<file path="config.mk">
export PLATFORM = sky130hd
export DESIGN_NAME = flash_cmd_unlock_ctrl
export DESIGN_NICKNAME = d
export VERILOG_FILES = /design/src/inc/flash_cmd_pkg.sv /design/src/inc/flash_ctl_if.sv /design/src/logic/flash_cmd_unlock_ctrl.sv /design/src/logic/flash_cmd_decode.sv /design/src/logic/flash_page_map.sv
export VERILOG_INCLUDE_DIRS = /design/src /design/src/inc
export SDC_FILE = /design/constraint.sdc
export NUM_CORES = 1
export LEC_CHECK = 0
export ABC_AREA = 1
export BUFFER_PORTS_ARGS = -buffer_cell sky130_fd_sc_hd__buf_2
export CAP_MARGIN = 20
export CORE_AREA = 2 2 72 74
export DETAILED_ROUTE_END_ITERATION = 12
export DIE_AREA = 0 0 74 76
export PLACE_DENSITY = 0.78
export SYNTH_ARGS = -nofsm -noshare
export SYNTH_HDL_FRONTEND = slang
export SYNTH_SLANG_ARGS = --single-unit
export TNS_END_PERCENT = 10
</file>
<file path="constraint.sdc">
create_clock -name clock -period 2.1 [get_ports clock]
set_input_delay 0.21 -clock clock [delete_from_list [all_inputs] [get_ports clock]]
set_output_delay 0.21 -clock clock [all_outputs]
set_load 0.01 [all_outputs]
</file>
<file path="src/inc/flash_cmd_regs.svh">
/*
  Register addresses, command codes, status codes and field positions
  of the flash command and unlock front end. Definitions only.
*/
`ifndef FLASH_CMD_REGS_SVH
`define FLASH_CMD_REGS_SVH

// Register file addresses
`define FLASH_COMMAND_ADDR 12'hff8
`define FLASH_PAGE_CHOICE_ADDR 12'hff9

// Command bytes
`define CMD_UNLOCK_FIRST 8'h73
`define CMD_UNLOCK_SECOND 8'h8c
`define CMD_PAGE_ERASE 8'h95
`define CMD_MASS_ERASE 8'h63
`define CMD_PROTECT_SELECT 8'h5e

// Status field codes, bits 5:0
`define STAT_LOCKED 6'h00
`define STAT_UNLOCK_FIRST 6'h01
`define STAT_UNLOCK_SECOND 6'h02
`define STAT_UNLOCKED 6'h03
`define STAT_PROTECT_SEL 6'h04
`define STAT_BYTE_PROG 6'h08
`define STAT_PAGE_ERASE 6'h10
`define STAT_MASS_ERASE 6'h20
`define STAT_RESERVED 2'h0

// Page choice register layout and reset values
`define PAGE_CHOICE_INFO_BIT 7
`define PAGE_FIELD_MSB 6
`define PAGE_ADDR_MSB 15
`define PAGE_ADDR_LSB 9
`define INFO_AREA_BASE 16'hfe00
`define PAGE_CHOICE_RESET 8'h00
`define PROTECT_RESET 8'h00
`define ERASE_PAGE_RESET 7'h00
`define READ_IDLE 8'h00

`endif

</file>
<file path="src/inc/flash_cmd_pkg.sv">
/*
  Types shared by the flash command front end: controller states and
  command classes. Assumes nothing of its surroundings.
*/
`default_nettype none

package flash_cmd_pkg;

  // One-hot controller states
  typedef enum logic [6:0] {
    ST_LOCKED = 7'b0000001,
    ST_UNLOCK_FIRST = 7'b0000010,
    ST_UNLOCK_SECOND = 7'b0000100,
    ST_UNLOCKED = 7'b0001000,
    ST_PROTECT_SEL = 7'b0010000,
    ST_PAGE_ERASE = 7'b0100000,
    ST_MASS_ERASE = 7'b1000000
  } ctrl_state_t;

  // Decoded command byte
  typedef enum logic [2:0] {
    CK_UNLOCK_FIRST = 3'h0,
    CK_UNLOCK_SECOND = 3'h1,
    CK_PAGE_ERASE = 3'h2,
    CK_MASS_ERASE = 3'h3,
    CK_PROTECT_SEL = 3'h4,
    CK_OTHER = 3'h5
  } cmd_kind_t;

endpackage

`default_nettype wire

</file>
<file path="src/inc/flash_ctl_if.sv">
/*
  Carrier between the controller and its decoder and page map.
  Assumes all three sit on one clock; all signals are combinational.
*/
`timescale 1ns/10ps
`default_nettype none

interface flash_ctl_if;
  logic [7:0] command_byte;
  flash_cmd_pkg::cmd_kind_t cmd_kind;
  logic [7:0] page_choice;
  logic [15:0] prog_addr;
  logic in_page;
  logic in_info;

  modport ctrl (output command_byte, output page_choice, output prog_addr,
                input cmd_kind, input in_page, input in_info);
  modport decode (input command_byte, output cmd_kind);
  modport map (input page_choice, input prog_addr, output in_page, output in_info);
endinterface

`default_nettype wire

</file>
<file path="src/logic/flash_cmd_unlock_ctrl.sv">
/*
  Command and status front end of the on-chip flash controller.
  Holds the write-only command register and read-only status register
  at one address, the page choice register and the sector protect
  register at another, tracks the unlock sequence and starts erases.
  Assumes register accesses come from the CPU core or the debugger on
  this clock, one access per cycle, with debug_access marking those
  issued by the debugger; the flash array reports erase completion and
  byte programming activity.
  Sector layout is not decoded here; protect bits are held and reported only.
*/
`timescale 1ns/10ps
`default_nettype none
`include "flash_cmd_regs.svh"

// Operation
// - Unlock only after 73H then 8CH on consecutive command writes.
// - Page erase starts only on 95H directly after both unlock bytes.
// - Mass erase starts only on 63H directly after both unlock bytes.
// - Mass erase honoured only from the debugger, never from the CPU.
// - Outside an erase, unknown or misordered command bytes return the controller to locked.
// - Page erase affects only the page held in the page field.
// - Writes to FF8H hit the command register; reads return status.
// - Command 5EH written while locked routes later page choice accesses to sector protect.
// - Status reads at any time, without side effects, show current state.
// - Status 5:0 codes locked, first, second, unlocked, protect selected.
// - Busy codes 001xxx program, 010xxx page erase, 100xxx mass erase.
// - Status bits 7 and 6 read as zero.
// - FF9H writes update page choice unless protect was selected or an erase runs.
// - 512-byte pages; page field equals program address bits 15:9.
// - Page choice bit 7 maps the information area at FE00H-FFFFH.
// - User writes to sector protect can only set bits.
// - A finished page or mass erase returns the controller to locked.
// - While unlocked, any non-erase command ends programming and locks.
module flash_cmd_unlock_ctrl #(
  parameter int ADDR_W = 12,
  parameter int DATA_W = 8,
  parameter int PROG_ADDR_W = 16
) (
  input wire logic clock,
  input wire logic rstn,
  input wire logic [ADDR_W-1:0] reg_addr,
  input wire logic reg_wr,
  input wire logic reg_rd,
  input wire logic [DATA_W-1:0] reg_wdata,
  input wire logic debug_access,
  input wire logic [PROG_ADDR_W-1:0] prog_addr,
  input wire logic byte_prog_busy,
  input wire logic erase_done,
  output logic [DATA_W-1:0] reg_rdata,
  output logic page_erase_start,
  output logic mass_erase_start,
  output logic erase_busy,
  output logic prog_enable,
  output logic info_area_map_enable,
  output logic info_area_hit,
  output logic [6:0] erase_page,
  output logic [DATA_W-1:0] sector_protect
);

  flash_ctl_if ctl ();

  flash_cmd_pkg::ctrl_state_t state_r;
  flash_cmd_pkg::ctrl_state_t state_nxt;

  logic [DATA_W-1:0] page_choice_r;
  logic [DATA_W-1:0] protect_r;
  logic [DATA_W-1:0] rdata_r;
  logic [DATA_W-1:0] status_byte;
  logic [5:0] status_code;
  logic [6:0] erase_page_r;
  logic page_start_r;
  logic mass_start_r;
  logic erase_busy_r;
  logic prog_enable_r;
  logic info_map_r;
  logic info_hit_r;
  logic debug_unlock_r;
  logic page_entry;
  logic mass_entry;
  logic cmd_wr;
  logic page_wr;
  logic cmd_rd;
  logic page_rd;

  // Access decode on the two shared addresses
  // write port versus read port
  assign cmd_wr = reg_wr && (reg_addr == `FLASH_COMMAND_ADDR);
  assign page_wr = reg_wr && (reg_addr == `FLASH_PAGE_CHOICE_ADDR);
  assign cmd_rd = reg_rd && (reg_addr == `FLASH_COMMAND_ADDR);
  assign page_rd = reg_rd && (reg_addr == `FLASH_PAGE_CHOICE_ADDR);

  // Feed the decoder and page map
  assign ctl.command_byte = reg_wdata;
  assign ctl.page_choice = page_choice_r;
  assign ctl.prog_addr = prog_addr;

  flash_cmd_decode u_decode (
    .bus(ctl.decode)
  );

  flash_page_map u_map (
    .bus(ctl.map)
  );

  // Next state from command writes, page unlock and erase completion
  always_comb
  begin
    state_nxt = state_r;
    unique case (state_r)
      flash_cmd_pkg::ST_LOCKED:
      begin
        if (cmd_wr)
        begin
          if (ctl.cmd_kind == flash_cmd_pkg::CK_UNLOCK_FIRST)
            state_nxt = flash_cmd_pkg::ST_UNLOCK_FIRST;
          else if (ctl.cmd_kind == flash_cmd_pkg::CK_PROTECT_SEL)
            state_nxt = flash_cmd_pkg::ST_PROTECT_SEL;
          else
            state_nxt = flash_cmd_pkg::ST_LOCKED;
        end
      end
      flash_cmd_pkg::ST_UNLOCK_FIRST:
      begin
        if (cmd_wr)
        begin
          // second byte must follow at once
          if (ctl.cmd_kind == flash_cmd_pkg::CK_UNLOCK_SECOND)
            state_nxt = flash_cmd_pkg::ST_UNLOCK_SECOND;
          else
            state_nxt = flash_cmd_pkg::ST_LOCKED;
        end
      end
      flash_cmd_pkg::ST_UNLOCK_SECOND, flash_cmd_pkg::ST_UNLOCKED:
      begin
        if (cmd_wr)
        begin
          if (ctl.cmd_kind == flash_cmd_pkg::CK_PAGE_ERASE)
            state_nxt = flash_cmd_pkg::ST_PAGE_ERASE;
          else if (ctl.cmd_kind == flash_cmd_pkg::CK_MASS_ERASE && debug_access)
            state_nxt = flash_cmd_pkg::ST_MASS_ERASE;
          else
            state_nxt = flash_cmd_pkg::ST_LOCKED;
        end
        else if (page_wr && state_r == flash_cmd_pkg::ST_UNLOCK_SECOND)
        begin
          // Page choice write completes the page unlock
          state_nxt = flash_cmd_pkg::ST_UNLOCKED;
        end
      end
      flash_cmd_pkg::ST_PROTECT_SEL:
      begin
        // Only a repeated 5EH keeps protect selected
        if (cmd_wr && ctl.cmd_kind != flash_cmd_pkg::CK_PROTECT_SEL)
          state_nxt = flash_cmd_pkg::ST_LOCKED;
      end
      flash_cmd_pkg::ST_PAGE_ERASE, flash_cmd_pkg::ST_MASS_ERASE:
      begin
        if (erase_done)
          state_nxt = flash_cmd_pkg::ST_LOCKED;
      end
    endcase
  end

  // Controller state register
  always_ff @(posedge clock)
  begin
    if (!rstn)
      state_r <= flash_cmd_pkg::ST_LOCKED;
    else
      state_r <= state_nxt;
  end

  // Debugger unlock lifts the page limit on programming
  // Taken from the command write after 73H, even one that relocks; dropped on any other relock
  always_ff @(posedge clock)
  begin
    if (!rstn)
      debug_unlock_r <= 1'b0;
    else if (cmd_wr && state_r == flash_cmd_pkg::ST_UNLOCK_FIRST)
      debug_unlock_r <= debug_access;
    else if (state_nxt == flash_cmd_pkg::ST_LOCKED)
      debug_unlock_r <= 1'b0;
  end

  // Page choice register; writes are refused while an erase runs
  // Refusal keeps the page and the map steady under a running erase
  always_ff @(posedge clock)
  begin
    if (!rstn)
      page_choice_r <= `PAGE_CHOICE_RESET;
    else if (page_wr && state_r != flash_cmd_pkg::ST_PROTECT_SEL
             && !erase_busy_r)
      page_choice_r <= reg_wdata;
  end

  // Sector protect register, cleared by reset or by a debugger write
  // A debugger write may clear bits, so it replaces the value outright
  always_ff @(posedge clock)
  begin
    if (!rstn)
      protect_r <= `PROTECT_RESET;
    // reached through the page choice address
    else if (page_wr && state_r == flash_cmd_pkg::ST_PROTECT_SEL)
    begin
      // user code only sets bits; debugger writes freely
      if (debug_access)
        protect_r <= reg_wdata;
      else
        protect_r <= protect_r | reg_wdata;
    end
  end

  // Entry into an erase state, shared by start pulse and page capture
  assign page_entry = (state_nxt == flash_cmd_pkg::ST_PAGE_ERASE)
                      && (state_r != flash_cmd_pkg::ST_PAGE_ERASE);
  assign mass_entry = (state_nxt == flash_cmd_pkg::ST_MASS_ERASE)
                      && (state_r != flash_cmd_pkg::ST_MASS_ERASE);

  // Erase start pulses, one cycle each
  always_ff @(posedge clock)
  begin
    if (!rstn)
    begin
      page_start_r <= 1'b0;
      mass_start_r <= 1'b0;
    end
    else
    begin
      page_start_r <= page_entry;
      mass_start_r <= mass_entry;
    end
  end

  // Captured page, held for the whole erase so no later write retargets it
  always_ff @(posedge clock)
  begin
    if (!rstn)
      erase_page_r <= `ERASE_PAGE_RESET;
    // erase targets the page held now
    else if (page_entry)
      erase_page_r <= page_choice_r[`PAGE_FIELD_MSB:0];
  end

  // Erase busy, set with the start pulse and dropped on the done edge
  always_ff @(posedge clock)
  begin
    if (!rstn)
      erase_busy_r <= 1'b0;
    else
      erase_busy_r <= (state_nxt == flash_cmd_pkg::ST_PAGE_ERASE)
                      || (state_nxt == flash_cmd_pkg::ST_MASS_ERASE);
  end

  // Programming window
  always_ff @(posedge clock)
  begin
    if (!rstn)
      prog_enable_r <= 1'b0;
    // user programming confined to the chosen page
    else
      prog_enable_r <= (state_nxt == flash_cmd_pkg::ST_UNLOCKED)
                       && (ctl.in_page || debug_unlock_r);
  end

  // Information area mapping
  // Hit is registered beside the map bit so both move on one edge
  always_ff @(posedge clock)
  begin
    if (!rstn)
    begin
      info_map_r <= 1'b0;
      info_hit_r <= 1'b0;
    end
    else
    begin
      info_map_r <= page_choice_r[`PAGE_CHOICE_INFO_BIT];
      info_hit_r <= ctl.in_info;
    end
  end

  // Status code from the current state
  always_comb
  begin
    status_code = `STAT_LOCKED;
    unique case (state_r)
      flash_cmd_pkg::ST_LOCKED: status_code = `STAT_LOCKED;
      flash_cmd_pkg::ST_UNLOCK_FIRST: status_code = `STAT_UNLOCK_FIRST;
      flash_cmd_pkg::ST_UNLOCK_SECOND: status_code = `STAT_UNLOCK_SECOND;
      flash_cmd_pkg::ST_PROTECT_SEL: status_code = `STAT_PROTECT_SEL;
      flash_cmd_pkg::ST_UNLOCKED:
        status_code = byte_prog_busy ? `STAT_BYTE_PROG : `STAT_UNLOCKED;
      flash_cmd_pkg::ST_PAGE_ERASE: status_code = `STAT_PAGE_ERASE;
      flash_cmd_pkg::ST_MASS_ERASE: status_code = `STAT_MASS_ERASE;
    endcase
  end

  assign status_byte = {`STAT_RESERVED, status_code};

  // Read data, one cycle after the read; reads change no state
  // Idle value is zero so a quiet bus shows nothing stale
  always_ff @(posedge clock)
  begin
    if (!rstn)
      rdata_r <= `READ_IDLE;
    else if (cmd_rd)
      rdata_r <= status_byte;
    else if (page_rd && state_r == flash_cmd_pkg::ST_PROTECT_SEL)
      rdata_r <= protect_r;
    else if (page_rd)
      rdata_r <= page_choice_r;
    else
      rdata_r <= `READ_IDLE;
  end

  // Outputs straight from flops
  assign reg_rdata = rdata_r;
  assign page_erase_start = page_start_r;
  assign mass_erase_start = mass_start_r;
  assign erase_busy = erase_busy_r;
  assign prog_enable = prog_enable_r;
  assign info_area_map_enable = info_map_r;
  assign info_area_hit = info_hit_r;
  assign erase_page = erase_page_r;
  assign sector_protect = protect_r;

endmodule

`default_nettype wire

</file>
<file path="src/logic/flash_cmd_decode.sv">
/*
  Classifies a command byte into a command kind.
  Assumes the byte is stable while the controller samples the result.
*/
`timescale 1ns/10ps
`default_nettype none
`include "flash_cmd_regs.svh"

module flash_cmd_decode (
  flash_ctl_if.decode bus
);

  // Anything not listed is an invalid command
  always_comb
  begin
    unique case (bus.command_byte)
      `CMD_UNLOCK_FIRST: bus.cmd_kind = flash_cmd_pkg::CK_UNLOCK_FIRST;
      `CMD_UNLOCK_SECOND: bus.cmd_kind = flash_cmd_pkg::CK_UNLOCK_SECOND;
      `CMD_PAGE_ERASE: bus.cmd_kind = flash_cmd_pkg::CK_PAGE_ERASE;
      `CMD_MASS_ERASE: bus.cmd_kind = flash_cmd_pkg::CK_MASS_ERASE;
      `CMD_PROTECT_SELECT: bus.cmd_kind = flash_cmd_pkg::CK_PROTECT_SEL;
      default: bus.cmd_kind = flash_cmd_pkg::CK_OTHER;
    endcase
  end

endmodule

`default_nettype wire

</file>
<file path="src/logic/flash_page_map.sv">
/*
  Maps a program memory address against the page choice register:
  page membership and information area hit.
  Assumes a 16-bit program address and 512-byte pages.
*/
`timescale 1ns/10ps
`default_nettype none
`include "flash_cmd_regs.svh"

module flash_page_map (
  flash_ctl_if.map bus
);

  // Page is address bits 15:9; info area sits at the top 512 bytes
  always_comb
  begin
    bus.in_page = (bus.prog_addr[`PAGE_ADDR_MSB:`PAGE_ADDR_LSB]
                   == bus.page_choice[`PAGE_FIELD_MSB:0]);
    bus.in_info = bus.page_choice[`PAGE_CHOICE_INFO_BIT]
                  && (bus.prog_addr >= `INFO_AREA_BASE);
  end

endmodule

`default_nettype wire

</file>
==> results of run 1 <==
## report_power, final
part           leakage [nW]  internal, mW  total (mW)  switching (mW)
logic                 0.954        0.0401       0.102          0.0623
registers             0.362         0.852       0.852       0.0000517
clock network        0.0374         0.235       0.530           0.296
## sequential cells by signal (all words and copies together) (netlist names)
signal,cells
erase_page,7
page_erase_start,1
ctl.page_choice,8
sector_protect,8
prog_enable,1
state_r,7
info_area_hit,1
reg_rdata,8
mass_erase_start,1
erase_busy,1
info_area_map_enable,1
debug_unlock_r,1
## routing by layer
layer  vias up  track usage, %  wire, microns
met5         -               0              0
li1       1269               -              -
met3        15            4.63            372
met2        82            35.7           2810
met1      1091            31.6           2770
met4         0            9.27            160
## cells by family after synthesis
logic type / count (synthesis) / share of synthesized area (%)
and+or+nand+nor: 187 / 38.7
AOI/OAI and AO/OA: 63 / 14.3
buffers and inverters: 49 / 7.64
DFF: 45 / 36.9
xor gates and xnor gates: 7 / 2.51
## cell usage after synthesis (6+ instances only)
cell type and count:
nand2_1 77, nor2_1 49, dfxtp_1 45, inv_1 38, a21oi_1 28, o21ai_0 24
nand3_1 16, nor2_2 11, nand4_1 7, nor2_4 6
## final cells by class
type	instances	area (sq um)
sequential	45	901
inverter	42	158
clock inverter	2	15.0
clock buffer	6	72.6
timing repair buffer	66	340
fill	473	1990
tap	70	87.6
multi-input combinational	257	1350
## how the worst max path moves through the flow
stage / from / end / slack (ns) / cells after the start
global placement: reg_addr[2] / erase_busy / 0.34 / 12
floorplan: state_r[6] / debug_unlock_r / 0.55 / 12
detailed placement: reg_addr[2] / mass_erase_start / 0.27 / 12
finish: state_r[2] / mass_erase_start / 0.28 / 11
CTS: state_r[0] / mass_erase_start / 0.27 / 11
global route: state_r[2] / mass_erase_start / 0.02 / 11
## stage by stage
stage / total power, mW / utilization (%) / instances
finish: 1.49 / 59.6 / 488
global route: 1.55 / 59.6 / 488
CTS: 1.49 / 59.6 / 488
detailed placement: 0.974 / 57.8 / 480
global placement: 0.972 / 57.8 / 480
floorplan: 0.918 / - / 351
## worst reg2reg max path: stages, from the launching register on
cell and delay (ns):
dfxtp_1 0.34, nor2_1 0.18, nand2_2 0.12, nor2_2 0.21, nor2_2 0.08, nand3_4 0.14
inv_2 0.05, nand2_2 0.06, o21ai_2 0.09, nor3_4 0.21, nand3_2 0.13, nor3_2 0.14
==> results.tsv, run 1 <==
stage	metric	value	unit
timing	Hold Fails Final Rpt	0	
setup_path	type of origin of the critical path	flip-flop	
timing	setup TNS	0	ns
timing	Setup WS post-layout	0.282	ns
timing	final slew viol count	0	
power_and_ir_drop	Pwr Density	507	nW/um^2
drt	via/cell ratio	5.03	
setup_path	Max Fanout on Critical Path	7	
logic_synthesis	Post-Syn Nets	394	
timing	max_slew headroom	64.8	%
grt	vias in the first global route	2296	
setup_path	crit path DAT	2.04	ns
min_path	Hold Startpoint	prog_addr[9]	
logic_synthesis	area leader, netlist	dfxtp_1	
logic_synthesis	synthesized flop and latch total	45	
cells_and_area	final net count	460	
run_status	status	complete, no violations	
drt	vias post-DR	2457	
timing	setup violators final	0	
drt	aggregate routed wire length	6110	microns
cts	clock latency on the worst-skew pair	0.30	ns
cts	TritonCTS Buffers	5	
setup_path	max incr delay on CP	0.34	ns
place	dpl hpwl	4870	microns
setup_path	reg-to-reg endpoint	mass_erase_start	
setup_path	slowest stage cell, crit path	dfxtp_1	
drt	Remaining DRCs	0	
logic_synthesis	Synth top area share	36.9	%
die	core area	4910	sq um
logic_synthesis	Post-synth EDFFs	0	
logic_synthesis	synth unique cells	34	
cells_and_area	most common cell after layout, fill and taps aside	nand2_1	
setup_path	required time of the worst setup path	2.32	ns
logic_synthesis	ys flop type	dfxtp_1	
cts	post-cts sizing count	0	
place	Area after DPL	2840	sq um
logic_synthesis	Post-Syn Area	2440	sq um
min_path	hold endpoint	info_area_hit	
setup_path	kind of cell adding the most delay to the critical path	simple AND/OR/NAND/NOR gates	
cells_and_area	final instance area	2930	sq um
die	Die H	76	microns
drt	per-cell routed wire length	12.5	microns
grt	first-pass GRT wire length	10400	microns
die	Site Rows	26	
place	GP Congestion	0.930	
cells_and_area	commonest non-fill, non-tap cells in the layout	nand2_1 (77), buf_2 (62), nor2_1 (49), dfxtp_1 (45), inv_1 (38)	
run	MaxCap Viol Count	0	
cts	clk buf depth	2	
cells_and_area	n_diodes	0	
place	pre-CTS setup slack	0.274	ns
cts	Post-CTS Setup Inserts	0	
drt	Routed Antenna Nets	0	
drt	drt initial violations	211	
die	Die ar.	5620	sq um
timing	worst hold margin	0.159	ns
setup_path	CP Class	flip-flop to flip-flop	
logic_synthesis	Post-Syn Instances	351	
cts	CTS root buf	clkbuf_8	
cells_and_area	P&R area growth vs syn	19.9	%
power_and_ir_drop	Static Leak	1.35	nW
timing	period utilisation layout	86.6	%
place	PortBufs	62	
grt	largest net degree at the start of global routing	20	
cells_and_area	layout cells sized above 1	27.0	%
grt	initial antenna violation count	0	
setup_path	Bufs and invs on worst path	1	
die	io pins	72	
logic_synthesis	ys async rst share	0	%
min_path	worst min path class	input pin to flip-flop	
logic_synthesis	Area contributors post-synth	dfxtp_1 (37%), nand2_1 (12%), nor2_1 (7.5%), inv_1 (5.8%), a21oi_1 (5.7%)	
timing	Slew @ Worst Pin	0.526	ns
timing	minimum clock period	1.82	ns
die	Initial Util	49.7	%
cts	CTS tree	done	
setup_path	origin of the critical flop-to-flop path	state_r[2]	
logic_synthesis	Synth Area per Inst	6.95	sq um
setup_path	crit-path cells	nor2_1 > nand2_2 > nor2_2 > nor2_2 > nand3_4 > inv_2 > nand2_2 > o21ai_2 > nor3_4 > nand3_2 > nor3_2	
timing	fmax	0.550	GHz
logic_synthesis	Synth warnings	0	
cts	Reg clk slew, reported paths	0.09	ns
min_path	Worst Hold Depth	3	
setup_path	R2R depth	11	
cts	hold buffer count at cts	0	
die	Die X	74	microns
timing	Clock Skew	0.00640	ns
setup_path	worst reg2reg setup slack	0.28	ns
timing	RSZ-0062 raised after global routing	false	
cts	CTS Sinks	45	
power_and_ir_drop	VDD IR max	0.000220	V
setup_path	CP Capture Type	flip-flop	
grt	GRT Util Overall	23.2	%
grt	total gr overflow	0	
drt	router iterations before antenna repair	4	
cts	H-tree depth	2	
logic_synthesis	register area share after synthesis	36.9	%
(Power assumes the default switching activity.)
==> run 2: changes to the inputs <==
--- a/config.mk
+++ b/config.mk
@@ -7,11 +7,12 @@
 export NUM_CORES = 1
 export LEC_CHECK = 0
 export ABC_AREA = 1
-export BUFFER_PORTS_ARGS = -buffer_cell sky130_fd_sc_hd__buf_2
+export BUFFER_PORTS_ARGS = -buffer_cell sky130_fd_sc_hd__buf_4
 export CAP_MARGIN = 20
-export CORE_AREA = 2 2 72 74
+export CORE_AREA = 2 2 69 77
+export CTS_CLUSTER_SIZE = 20
 export DETAILED_ROUTE_END_ITERATION = 12
-export DIE_AREA = 0 0 74 76
+export DIE_AREA = 0 0 71 79
 export PLACE_DENSITY = 0.78
 export SYNTH_ARGS = -nofsm -noshare
 export SYNTH_HDL_FRONTEND = slang
==> run 2 against run 1 <==
Compared with the run above:
- register-to-register slack barely moved
- sequential power barely moved
- power rose by 2.5%
- worst setup slack got worse by 0.0018 ns
- critical path type unchanged
- critical endpoint is now erase_busy
==> results.tsv, run 2 (synthesis gave the netlist of run 1 again) <==
stage	metric	value	unit
drt	aggregate routed wire length	6340	microns
die	Die H	79	microns
setup_path	Max Fanout on Critical Path	16	
place	Area after DPL	2960	sq um
setup_path	type of origin of the critical path	flip-flop	
setup_path	origin of the critical flop-to-flop path	state_r[6]	
setup_path	reg-to-reg endpoint	erase_busy	
setup_path	slowest stage cell, crit path	dfxtp_1	
cts	CTS Sinks	45	
place	PortBufs	62	
cts	hold buffer count at cts	0	
cts	TritonCTS Buffers	5	
setup_path	worst reg2reg setup slack	0.28	ns
place	GP Congestion	0.939	
timing	setup violators final	0	
power_and_ir_drop	NetSw	375	uW
setup_path	required time of the worst setup path	2.26	ns
drt	Routed Antenna Nets	0	
timing	period utilisation layout	86.6	%
grt	vias in the first global route	2368	
place	dpl hpwl	5000	microns
drt	router iterations before antenna repair	4	
setup_path	max incr delay on CP	0.36	ns
timing	fmax	0.550	GHz
grt	initial antenna violation count	0	
grt	largest net degree at the start of global routing	21	
timing	Clock Skew	0.0101	ns
timing	Hold Fails Final Rpt	0	
drt	drt initial violations	145	
cts	Post-CTS Setup Inserts	0	
min_path	Hold Startpoint	prog_addr[13]	
run_status	status	complete, no violations	
power_and_ir_drop	sequential share of power	56.0	%
grt	total gr overflow	0	
setup_path	CP Capture Type	flip-flop	
cells_and_area	layout cells sized above 1	26.9	%
power_and_ir_drop	VDD IR max	0.000281	V
die	Site Rows	27	
cts	H-tree depth	2	
die	Initial Util	49.8	%
run	MaxCap Viol Count	0	
timing	RSZ-0062 raised after global routing	false	
grt	GRT Util Overall	23.5	%
cts	clock latency on the worst-skew pair	0.30	ns
drt	per-cell routed wire length	13.4	microns
die	Die X	71	microns
timing	Slew @ Worst Pin	0.672	ns
cells_and_area	P&R area growth vs syn	25.3	%
setup_path	crit path DAT	1.98	ns
cts	clk buf depth	2	
power_and_ir_drop	sw frac	24.6	%
place	DP Cell Count	466	
grt	first-pass GRT wire length	10500	microns
cts	post-cts sizing count	0	
drt	vias post-DR	2479	
drt	via/cell ratio	5.23	
cells_and_area	final cell count without fillers	474	
power_and_ir_drop	Static Leak	1.38	nW
cells_and_area	most common cell after layout, fill and taps aside	nand2_1	
cells_and_area	commonest non-fill, non-tap cells in the layout	nand2_1 (77), buf_4 (64), nor2_1 (49), dfxtp_1 (45), inv_1 (38)	
drt	Remaining DRCs	0	
power_and_ir_drop	Internal	1.15	mW
die	io pins	72	
timing	max_slew headroom	55.1	%
timing	final slew viol count	0	
setup_path	crit-path cells	nor2_2 > nand2_4 > nor2_4 > inv_2 > nand2_2 > nand3b_4 > nand2_2 > nor2_4 > nand2_1 > nor2_1 > nand3_2 > a21oi_2	
min_path	hold endpoint	info_area_hit	
cts	CTS root buf	clkbuf_8	
cells_and_area	final net count	458	
cts	CTS tree	done	
min_path	worst min path class	input pin to flip-flop	
power_and_ir_drop	Combinational Power Share	7.7	%
timing	setup TNS	0	ns
timing	minimum clock period	1.82	ns
cells_and_area	final instance area	3060	sq um
setup_path	CP Class	flip-flop to flip-flop	
power_and_ir_drop	Pwr Density	498	nW/um^2
cells_and_area	n_diodes	0	
min_path	Worst Hold Depth	3	
cells_and_area	post-route core utilization	62.4	%
die	core area	4900	sq um
power_and_ir_drop	Clk network pwr share	36.3	%
setup_path	R2R depth	12	
die	Die ar.	5610	sq um
cts	Reg clk slew, reported paths	0.09	ns
## run 2: cell types whose count changed in the layout (fill, tap and decap cells not counted)
cell,previous run,this run
clkinvlp_4,2,1
buf_2,62,0
clkinv_4,0,1
inv_6,0,1
buf_4,4,64
clkbuf_1,1,0
## run 2: stage by stage
stage          setup slack, ns  hold slack (ns)  power [mW]
6_report                 0.281            0.161        1.52
5_1_grt                 0.0988            0.175        1.58
4_1_cts                  0.297            0.153        1.54
3_5_place_dp             0.290            0.435       0.989
3_3_place_gp             0.354            0.436       0.987
2_1_floorplan            0.545            0.343       0.918
## run 2: layout make-up
cell class | instances | area (sq um)
timing repair buffer | 64 | 480
sequential | 45 | 901
tap | 58 | 72.6
clock inverter | 3 | 25.0
fill | 447 | 1840
clock buffer | 5 | 68.8
inverter | 42 | 158
multi-input combinational | 257 | 1350
## run 2: power groups by stage
stage / registers (mW) / logic [mW] / clock network, mW
floorplan: 0.873 / 0.0453 / 0
global placement: 0.873 / 0.114 / 0
detailed placement: 0.873 / 0.117 / 0
CTS: 0.853 / 0.117 / 0.569
global route: 0.853 / 0.131 / 0.599
finish: 0.852 / 0.117 / 0.553
## run 2: critical path, delay by kind of cell, from the launching register on
kind,cells,cell delay (ns)
AND/OR/NAND/NOR,10,1.20
flip-flops,1,0.36
buffers and inverters,1,0.06
AO/OA/AOI/OAI,1,0.05
## run 2: worst max path at each step
stage               slack (ns)  depth (start not counted)   startpoint               end
global route               0.1                         11   state_r[2]  mass_erase_start
finish                    0.28                         12   state_r[6]        erase_busy
CTS                       0.30                         12   state_r[6]        erase_busy
detailed placement        0.29                         12  reg_addr[2]  mass_erase_start
floorplan                 0.55                         12   state_r[6]    debug_unlock_r
global placement          0.35                         12   state_r[6]        erase_busy
## run 2: per-layer routing
layer	up-vias	wire, microns	track usage [%]
li1	1265	-	-
met1	1104	2690	29.7
met2	96	2970	38.6
met3	14	478	4.44
met4	0	199	11.1
met5	-	0	0
==> run 3: changes to the inputs <==
--- a/config.mk
+++ b/config.mk
@@ -14,6 +14,7 @@
 export DETAILED_ROUTE_END_ITERATION = 12
 export DIE_AREA = 0 0 71 79
 export PLACE_DENSITY = 0.78
+export REMOVE_ABC_BUFFERS = 1
 export SYNTH_ARGS = -nofsm -noshare
 export SYNTH_HDL_FRONTEND = slang
 export SYNTH_SLANG_ARGS = --single-unit
==> run 3 against run 2 <==
Compared with the run above:
- maximum frequency down 0.71%
- sequential power hardly changed
- sequential share of layout area is 0.072 points lower
- utilization up 0.15 points
- wire length rose by 1.6%
- final area rose by 0.25%
- power increased by 1.6%
- highest routed layer unchanged
==> results.tsv, run 3 (synthesis gave the netlist of run 1 again) <==
stage	metric	value	unit
run_status	status	complete, no violations	
cells_and_area	fillers	475	
cts	post-cts sizing count	0	
setup_path	max incr delay on CP	0.34	ns
cts	CTS tree	done	
setup_path	Max Fanout on Critical Path	7	
power_and_ir_drop	Pwr Density	505	nW/um^2
cells_and_area	final instance area	3070	sq um
die	Die X	71	microns
timing	max_slew headroom	65.9	%
die	io pins	72	
die	core area	4900	sq um
cells_and_area	multi-input logic area	1350	sq um
cts	hold buffer count at cts	0	
cts	CTS Sinks	45	
drt	drt initial violations	212	
timing	RSZ-0062 raised after global routing	false	
power_and_ir_drop	NetSw	395	uW
cts	H-tree depth	2	
cells_and_area	n_diodes	0	
cells_and_area	post-route core utilization	62.6	%
place	pre-CTS setup slack	0.296	ns
timing	Clock Skew	0.00875	ns
cts	CTS root buf	clkbuf_8	
run	MaxCap Viol Count	0	
power_and_ir_drop	Internal	1.15	mW
die	Die ar.	5610	sq um
power_and_ir_drop	sw frac	25.5	%
die	Initial Util	49.8	%
timing	period utilisation layout	87.3	%
setup_path	type of origin of the critical path	flip-flop	
setup_path	crit path DAT	2.03	ns
place	dpl hpwl	5000	microns
power_and_ir_drop	Clk network pwr share	37.2	%
cells_and_area	commonest non-fill, non-tap cells in the layout	nand2_1 (77), buf_4 (65), nor2_1 (49), dfxtp_1 (45), inv_1 (38)	
power_and_ir_drop	Tot Pwr	1.55	mW
setup_path	CP Class	flip-flop to flip-flop	
cts	TritonCTS Buffers	5	
die	Site Rows	27	
cells_and_area	final cell count without fillers	475	
cts	clock latency on the worst-skew pair	0.31	ns
timing	fmax	0.546	GHz
setup_path	CP Capture Type	flip-flop	
power_and_ir_drop	VDD IR max	0.000383	V
power_and_ir_drop	Combinational Power Share	7.7	%
die	Die H	79	microns
grt	GRT Util Overall	24.1	%
place	PortBufs	62	
timing	setup TNS	0	ns
grt	first-pass GRT wire length	10600	microns
place	DP Cell Count	467	
drt	aggregate routed wire length	6440	microns
timing	minimum clock period	1.83	ns
cts	Reg clk slew, reported paths	0.10	ns
timing	worst hold margin	0.173	ns
grt	vias in the first global route	2320	
cells_and_area	FF+latch area	901	sq um
drt	router iterations before antenna repair	5	
place	Area after DPL	2970	sq um
drt	Remaining DRCs	0	
drt	per-cell routed wire length	13.6	microns
power_and_ir_drop	Static Leak	1.38	nW
timing	Slew @ Worst Pin	0.510	ns
cells_and_area	P&R area growth vs syn	25.6	%
place	GP Congestion	0.922	
timing	final slew viol count	0	
cells_and_area	final net count	459	
setup_path	worst reg2reg setup slack	0.27	ns
timing	setup violators final	0	
grt	largest net degree at the start of global routing	21	
min_path	worst min path class	input pin to flip-flop	
drt	Routed Antenna Nets	0	
cts	Post-CTS Setup Inserts	0	
grt	initial antenna violation count	0	
timing	Hold Fails Final Rpt	0	
power_and_ir_drop	sequential share of power	55.1	%
cells_and_area	layout cells sized above 1	27.1	%
cells_and_area	most common cell after layout, fill and taps aside	nand2_1	
setup_path	crit-path cells	nor2_1 > nand2_2 > nor2_2 > nor2_2 > nand3_4 > nor2_1 > nor2_2 > nand3_2 > nor2_1 > nand2_1 > nand2_1 > a21oi_2	
drt	vias post-DR	2513	
setup_path	required time of the worst setup path	2.30	ns
grt	total gr overflow	0	
setup_path	slowest stage cell, crit path	dfxtp_1	
drt	via/cell ratio	5.29	
timing	Setup WS post-layout	0.268	ns
cts	clk buf depth	2	
[run 3: cell types whose count changed in the layout (fill, tap and decap cells not counted)]
cell / change
clkinv_4: -1
inv_6: +1
buf_4: +1
[run 3: final cells by class]
type | instances | area share [%]
tap | 58 | 2.37
sequential | 45 | 29.4
timing repair buffer | 65 | 15.9
clock inverter | 3 | 0.816
multi-input combinational | 257 | 44.1
inverter | 42 | 5.14
clock buffer | 5 | 2.24
[run 3: path summary, 6_finish.rpt]
kind                 start        endpoint  cells past startpoint
max             state_r[2]  debug_unlock_r                     12
min          prog_addr[13]   info_area_hit                      3
max reg2reg     state_r[2]  debug_unlock_r                     12
min reg2reg  erase_page[4]   erase_page[4]                      2
[run 3: routing by layer]
| metal | track usage [%] | routed length [microns] |
|---|---|---|
| met5 | 0 | 0 |
| met2 | 40.5 | 3040 |
| met3 | 4.44 | 435 |
| met1 | 30.5 | 2780 |
| met4 | 9.43 | 174 |
[run 3: worst max-delay path, delay by kind of cell, from the launching register on]
family | cells | cell delay (ns)
compound gates | 1 | 0.05
simple gates | 11 | 1.33
flops | 1 | 0.34
[run 3: power by group through the flow]
stage / registers, mW / logic [mW] / clock network, mW
after detailed placement: 0.873 / 0.118 / 0
after global routing: 0.853 / 0.133 / 0.611
after global placement: 0.873 / 0.116 / 0
final: 0.853 / 0.119 / 0.575
after floorplan: 0.873 / 0.0408 / 0
after CTS: 0.853 / 0.119 / 0.580
